<file path="config.mk">
export PLATFORM = sky130hd
export DESIGN_NAME = core_power_ctl
export DESIGN_NICKNAME = d
export VERILOG_FILES = /design/src/shared/ppm_pkg.sv /design/src/core/freq_ramp.sv /design/src/core/core_power_ctl.sv
export VERILOG_INCLUDE_DIRS = /design/src /design/src/shared
export SDC_FILE = /design/constraint.sdc
export NUM_CORES = 1
export LEC_CHECK = 0
export BUFFER_PORTS_ARGS = -buffer_cell sky130_fd_sc_hd__buf_4
export CORE_MARGIN = 4
export CORE_UTILIZATION = 40
export DETAILED_ROUTE_END_ITERATION = 16
export PLACE_DENSITY = 0.73
export SLEW_MARGIN = 20
export SYNTH_ARGS = -nofsm -noshare
export SYNTH_HDL_FRONTEND = slang
export SYNTH_SLANG_ARGS = --single-unit
</file>
<file path="constraint.sdc">
create_clock -name clock_in -period 6.8 [get_ports clock_in]
set_input_delay 1.7 -clock clock_in [delete_from_list [all_inputs] [get_ports clock_in]]
set_output_delay 1.7 -clock clock_in [all_outputs]
set_load 0.05 [all_outputs]
</file>
<file path="src/shared/ppm_regs.svh">
`ifndef PPM_REGS_SVH
`define PPM_REGS_SVH

// clock and time base
`define PPM_CLK_MHZ        200
`define PPM_TICK_NS        1000
`define PPM_TICK_CYCLES    (`PPM_TICK_NS * `PPM_CLK_MHZ / 1000)
`define PPM_TICK_W         8

// supply-failure response
`define PPM_HALT_LIMIT     10
`define PPM_REDUCE_MS      5
`define PPM_BUDGET_W       20
`define PPM_BUDGET_MARGIN  4

// frequency synthesizer
`define PPM_FREQ_W         16
`define PPM_STEP_MHZ       16'h0019
`define PPM_FREQ_RESET     16'h0000

// cores and voltage
`define PPM_NCORES         12
`define PPM_VID_W          8
`define PPM_VID_RESET      8'h00

`endif

</file>
<file path="src/shared/ppm_pkg.sv">
`include "ppm_regs.svh"

package ppm_pkg;

  typedef logic [`PPM_FREQ_W-1:0] freq_t;
  typedef logic [`PPM_VID_W-1:0]  vid_t;

  typedef enum logic [1:0] {
    ST_RUN,
    ST_RAMP,
    ST_REDUCED
  } pm_state_t;

endpackage

</file>
<file path="src/core/freq_ramp.sv">
`include "ppm_regs.svh"

module freq_ramp
  import ppm_pkg::*;
(
  input  wire logic  clock_in,
  input  wire logic  rst_in,
  input  wire logic  tick_in,
  input  wire freq_t target_in,
  output freq_t      freq_out
);

  freq_t next_freq;

  // one fixed step per microsecond tick, last step lands exactly on target
  always_comb begin
    next_freq = freq_out;
    if (tick_in) begin
      if (freq_out > target_in) begin
        if ((freq_out - target_in) > `PPM_STEP_MHZ) begin
          next_freq = freq_out - `PPM_STEP_MHZ;
        end else begin
          next_freq = target_in;
        end
      end else if (freq_out < target_in) begin
        if ((target_in - freq_out) > `PPM_STEP_MHZ) begin
          next_freq = freq_out + `PPM_STEP_MHZ;
        end else begin
          next_freq = target_in;
        end
      end
    end
  end

  always_ff @(posedge clock_in or posedge rst_in) begin
    if (rst_in) begin
      freq_out <= `PPM_FREQ_RESET;
    end else begin
      freq_out <= next_freq;
    end
  end

endmodule // freq_ramp

</file>
<file path="src/core/core_power_ctl.sv">
`include "ppm_regs.svh"

module core_power_ctl
  import ppm_pkg::*;
#(
  parameter int unsigned REDUCE_LIMIT_CYCLES = `PPM_REDUCE_MS * 1000 * `PPM_CLK_MHZ
)(
  input  wire logic                      clock_in,
  input  wire logic                      rst_in,
  input  wire logic                      supply_fail_in,
  input  wire logic [`PPM_NCORES-1:0]    core_idle_in,
  input  wire logic [`PPM_NCORES-1:0]    core_l3_gate_in,
  input  wire logic [`PPM_NCORES-1:0]    core_deconfig_in,
  input  wire vid_t [`PPM_NCORES-1:0]    core_vid_in,
  input  wire freq_t                     nominal_freq_in,
  input  wire freq_t                     floor_freq_in,
  output logic                           fetch_halt_out,
  output logic                           power_reduced_out,
  output freq_t                          freq_request_out,
  output logic [`PPM_NCORES-1:0]         core_gate_out,
  output logic [`PPM_NCORES-1:0]         cache_gate_out,
  output vid_t                           core_rail_vid_out
);

  localparam logic [`PPM_TICK_W-1:0]   TICK_LAST   = `PPM_TICK_W'(`PPM_TICK_CYCLES - 1);
  localparam logic [`PPM_BUDGET_W-1:0] BUDGET_LAST = `PPM_BUDGET_W'(REDUCE_LIMIT_CYCLES - `PPM_BUDGET_MARGIN);
  localparam int                       HALT_LIMIT  = `PPM_HALT_LIMIT;

  function automatic vid_t max_vid(input vid_t [`PPM_NCORES-1:0] v, input logic [`PPM_NCORES-1:0] skip);
    vid_t m;
    m = `PPM_VID_RESET;
    for (int i = 0; i < `PPM_NCORES; i++) begin
      if (!skip[i] && v[i] > m) begin
        m = v[i];
      end
    end
    return m;
  endfunction

  ////////////////////////////////////////////////////////////////////////////
  // microsecond tick

  logic [`PPM_TICK_W-1:0] tick_count;
  logic [`PPM_TICK_W-1:0] next_tick_count;
  logic                   us_tick;
  logic                   next_us_tick;

  always_comb begin
    next_us_tick    = (tick_count == TICK_LAST);
    next_tick_count = next_us_tick ? '0 : tick_count + `PPM_TICK_W'(1);
  end

  always_ff @(posedge clock_in or posedge rst_in) begin
    if (rst_in) begin
      tick_count <= '0;
      us_tick    <= 1'b0;
    end else begin
      tick_count <= next_tick_count;
      us_tick    <= next_us_tick;
    end
  end

  ////////////////////////////////////////////////////////////////////////////
  // supply-failure response

  pm_state_t               state;
  pm_state_t               next_state;
  logic                    next_halt;
  logic                    next_reduced;
  logic [`PPM_BUDGET_W-1:0] age;
  logic [`PPM_BUDGET_W-1:0] next_age;
  freq_t                   ramp_target;

  always_comb begin
    next_state   = state;
    next_halt    = fetch_halt_out;
    next_reduced = power_reduced_out;
    next_age     = age;
    case (state)
      ST_RUN: begin
        next_age     = '0;
        next_reduced = 1'b0;
        next_halt    = 1'b0;
        if (supply_fail_in) begin
          next_state = ST_RAMP;
          next_halt  = 1'b1;
        end
      end
      ST_RAMP: begin
        next_age = age + `PPM_BUDGET_W'(1);
        if (!supply_fail_in) begin
          next_state = ST_RUN;
          next_halt  = 1'b0;
        end else if (freq_request_out <= floor_freq_in || age >= BUDGET_LAST) begin
          // deadline wins even if the ramp floor is set too low to reach in time
          next_state   = ST_REDUCED;
          next_reduced = 1'b1;
        end
      end
      ST_REDUCED: begin
        if (!supply_fail_in) begin
          next_state   = ST_RUN;
          next_halt    = 1'b0;
          next_reduced = 1'b0;
        end
      end
      default: begin
        next_state   = ST_RUN;
        next_halt    = 1'b0;
        next_reduced = 1'b0;
        next_age     = '0;
      end
    endcase
    // recovery climbs back at the same rate, so no current surge on release
    ramp_target = (state == ST_RUN && !supply_fail_in) ? nominal_freq_in : floor_freq_in;
  end

  always_ff @(posedge clock_in or posedge rst_in) begin
    if (rst_in) begin
      state             <= ST_RUN;
      fetch_halt_out    <= 1'b0;
      power_reduced_out <= 1'b0;
      age               <= '0;
    end else begin
      state             <= next_state;
      fetch_halt_out    <= next_halt;
      power_reduced_out <= next_reduced;
      age               <= next_age;
    end
  end

  freq_ramp u_ramp (
    .clock_in  (clock_in),
    .rst_in    (rst_in),
    .tick_in   (us_tick),
    .target_in (ramp_target),
    .freq_out  (freq_request_out)
  );

  ////////////////////////////////////////////////////////////////////////////
  // power gating and shared core rail

  logic [`PPM_NCORES-1:0] next_core_gate;
  logic [`PPM_NCORES-1:0] next_cache_gate;
  vid_t                   next_rail_vid;

  always_comb begin
    next_core_gate  = core_deconfig_in | core_idle_in;
    next_cache_gate = next_core_gate & core_l3_gate_in;
    // deconfigured cores are gated, so their demand must not hold the rail up
    next_rail_vid   = max_vid(core_vid_in, core_deconfig_in);
  end

  always_ff @(posedge clock_in or posedge rst_in) begin
    if (rst_in) begin
      core_gate_out     <= '1;
      cache_gate_out    <= '0;
      core_rail_vid_out <= `PPM_VID_RESET;
    end else begin
      core_gate_out     <= next_core_gate;
      cache_gate_out    <= next_cache_gate;
      core_rail_vid_out <= next_rail_vid;
    end
  end

  logic [`PPM_BUDGET_W-1:0] fail_age;
  logic [`PPM_BUDGET_W-1:0] next_fail_age;

  // saturates so a long outage never wraps back under the deadline
  always_comb begin
    next_fail_age = fail_age;
    if (!supply_fail_in) begin
      next_fail_age = '0;
    end else if (!(&fail_age)) begin
      next_fail_age = fail_age + `PPM_BUDGET_W'(1);
    end
  end

  always_ff @(posedge clock_in or posedge rst_in) begin
    if (rst_in) begin
      fail_age <= '0;
    end else begin
      fail_age <= next_fail_age;
    end
  end
endmodule // core_power_ctl

</file>
==> impl_metrics.csv <==
group,metric,value,unit
setup_path,critPathRequiredTime,7.02,ns
route,drt-initial-drc-count,1013,
floorplan,die_h,167,µm
logic_synthesis,avgSynthCellArea,8.01,µm²
setup_path,endpoint,"core_rail_vid_out[2]",
finish,area_delta_synth_final,55.7,%
global_route,grt_overflow,0,
global_route,grt_pass1_wl,56500,µm
floorplan,dieArea,27900,µm²
setup_path,rr_startpoint,"state[0]",
sta,fin_ws,-13.66,ns
route,firstDrtPassIters,8,
logic_synthesis,synth-edff-count,0,
sta,grt_setup_unrepaired,"yes",
clocking,cts_tree,"yes",
route,avgRoutedWirePerCell,18.7,µm
setup_path,r2r_setup_slack,1.54,ns
floorplan,rows,57,
setup_path,cp_max_fo,8,
floorplan,start_util,0.412,
setup_path,cp.arrival,20.69,ns
clocking,clk_pin_slew,0.07,ns
sta,skew,0.0118,ns
logic_synthesis,syn_nets,1562,
placed_design,io_buffers,216,
setup_path,crit_path_start,"core_deconfig_in[0]",
power,p_per_area,377,nW/µm²
power,switchingPower,0.00260,W
power,internal_power,0.00335,W
logic_synthesis,synth_ff_type,"dfrtp_1",
floorplan,io-pin-count,217,
finish,layout-drive-gt1-share,0.425,
clocking,clockBufferDepth,2,
floorplan,dieWidth,167,µm
global_route,first_global_vias,11600,
global_route,grt_use_total,0.240,
logic_synthesis,ys_warn_count,0,
job,cap_viol_max_count,0,
setup_path,critPathLaunchType,"primary input",
setup_path,criticalPathCategory,"in2reg",
finish,layout_commonest_cell,"buf_4",
power,total_power,0.00595,W
clocking,root_buffer,"clkbuf_16",
logic_synthesis,synth_cell_types,86,
power,seq_power_share,0.095,
sta,worst_pin_slew,1.00,ns
setup_path,cp_slowest_stage_delay,0.39,ns
power,combPwrFrac,0.819,
route,postRouteAntennaNets,0,
finish,utilization,0.641,
clocking,clock-sinks,81,
route,drc,0,
logic_synthesis,synthArstFlopShare,1.00,
finish,nFillCells,1862,
finish,diodes,0,
sta,drv_slew,0,
logic_synthesis,synthCells,1266,
route,via_per_inst,5.70,
sta,maxSlewHeadroom,0.329,
power,clkPwrFrac,0.087,
route,vias,11800,
setup_path,endpoint_kind,"register",
sta,whs,0.452,ns
floorplan,coreArea,24600,µm²
min_path,min_path_type,"reg2reg",
logic_synthesis,synth-seq-area-share,0.201,
finish,mostFrequentLayoutCells,"494 x buf_4, 122 x inv_1, 96 x ha_1",
power,ir_worst_vdd,298,µV
route,totalWireLength,39000,µm
sta,fmax,0.0489,GHz
setup_path,r2r_cells,23,
logic_synthesis,ys_seq_elements,81,
outcome,violations,"negative setup slack",
finish,nNetsFinal,2046,
setup_path,worst_path_max_delay_cell,"o311ai_4",
power,sw_frac_of_total,0.437,
setup_path,critical-path-top-cell-by-count,"a21o_1",
placed_design,dp_hpwl,26400,µm
sta,timing.final.crit_period,20.46,ns
global_route,grt_max_degree,68,
clocking,cts_buffers,9,
clocking,clock_latency,0.35,ns
sta,post-route-period-util,3.01,
clocking,cts_hold_buffers,0,
sta,hold_viol_final,0,
global_route,antenna_found_initial,0,
outcome,status,"finished, violations left",
power,static-leakage-power,7.75,nW
clocking,htree_levels,3,
logic_synthesis,syn-cell-area,10100,µm²
setup_path,reg2reg_to,"u_ramp.freq_out[0]",
placed_design,routabilityCongestion,0.969,
sta,setup_viol,8,
through the flow:
step | setup WS [ns] | cell area, µm² | setup TNS, ns | cells
2_1_floorplan | -12.27 | 10500 | -97.96 | 1266
3_3_place_gp | -12.72 | 14000 | -101.29 | 1980
3_5_place_dp | -13.36 | 14000 | -106.41 | 1980
4_1_cts | -12.48 | 15100 | -99.53 | 2046
5_1_grt | -14.44 | 15800 | -115.16 | 2079
6_report | -13.66 | 15800 | -108.95 | 2079
worst min path at each step:
stage               endpoint          start  cells after the start
2_1_floorplan  tick_count[0]  tick_count[0]                      1
3_3_place_gp   tick_count[0]  tick_count[0]                      1
3_5_place_dp   tick_count[0]  tick_count[0]                      1
4_1_cts        tick_count[0]  tick_count[0]                      1
5_1_grt        tick_count[0]  tick_count[0]                      1
6_report       tick_count[0]  tick_count[0]                      1
critical path: cells and delay by family:
| kind | cells | cell delay, ns |
|---|---|---|
| muxes | 8 | 2.25 |
| and+or+nand+nor | 25 | 3.26 |
| buffers and inverters | 15 | 1.68 |
| AOI/OAI and AO/OA | 48 | 9.12 |
| adders and majority gates | 11 | 2.62 |
power by group through the flow:
stage	logic [W]	registers [W]	clock network (W)
CTS	0.00421	0.000563	0.000528
detailed placement	0.00372	0.000571	0
global route	0.00522	0.000569	0.000546
finish	0.00487	0.000563	0.000518
floorplan	0.00222	0.000696	0
global placement	0.00361	0.000569	0
cell type report:
type | count | area, µm² | area share
clock buffers | 12 | 246 | 0.0156
clock inverters | 4 | 51.3 | 0.00325
inverters | 131 | 500 | 0.0317
multi-input cells | 1014 | 8560 | 0.542
flip-flops and latches | 81 | 2040 | 0.129
well taps | 324 | 405 | 0.0257
repair buffers | 513 | 3980 | 0.252
sequential cells by signal, summed over array words and instances (netlist names):
signal             flops
power_reduced_out      1
us_tick                1
age                   20
core_gate_out         12
fetch_halt_out         1
core_rail_vid_out      8
cache_gate_out        12
u_ramp.freq_out       16
state                  2
tick_count             8
synth_stat cells, types with 5 or more instances:
master    count  share of area
inv_1       131          0.049
ha_1        127           0.16
nand2_1      89          0.033
nor2_1       89          0.033
a21oi_1      86          0.042
dfrtp_1      69           0.17
o21ai_0      58          0.029
mux2i_1      53          0.052
xnor2_1      51          0.044
a21o_1       48          0.036
nand3_1      36          0.018
xor2_1       36          0.031
clkbuf_1     35          0.013
nand2b_1     26          0.016
nand4_1      24          0.015
nor2b_1      24          0.015
a211oi_1     23          0.017
and2_1       22          0.014
nor3_1       19         0.0094
mux2_2       16          0.018
a31oi_1      14         0.0086
or2_2        13         0.0080
dfstp_2      12          0.031
nor4_1       10         0.0062
and3_1        9         0.0056
o211ai_1      9         0.0067
o31ai_1       9         0.0067
o21a_1        8         0.0059
and4_1        7         0.0060
o31a_1        7         0.0060
or3_1         7         0.0043
a21boi_0      5         0.0037
a22o_1        5         0.0043
timing repair:
action / CTS / global route
gates resized for setup: 95 / 81
pin swaps: 67 / 63
cloned: 5 / 0
setup buffers: 46 / 34
endpoints found under the setup margin: 8 / 17
endpoints found under the hold margin: 0 / 0
routing by layer:
layer / global-route usage / up-vias / part of all wire / wire, µm
met5: 0 / - / 0 / 0
met3: 0.0375 / 173 / 0.073 / 2850
met4: 0.0797 / 0 / 0.049 / 1900
met1: 0.296 / 5582 / 0.39 / 15300
li1: - / 5465 / - / -
met2: 0.427 / 622 / 0.48 / 18900
kinds of logic after synthesis:
kind of cell,share of synthesized area
and+or+nand+nor,0.192
DFF,0.201
muxes,0.0770
adders and majority gates,0.164
AOI/OAI and AO/OA,0.225
buffers and inverters,0.0656
xor gates and xnor gates,0.0752
No activity file was read; power rests on OpenSTA's default activity.
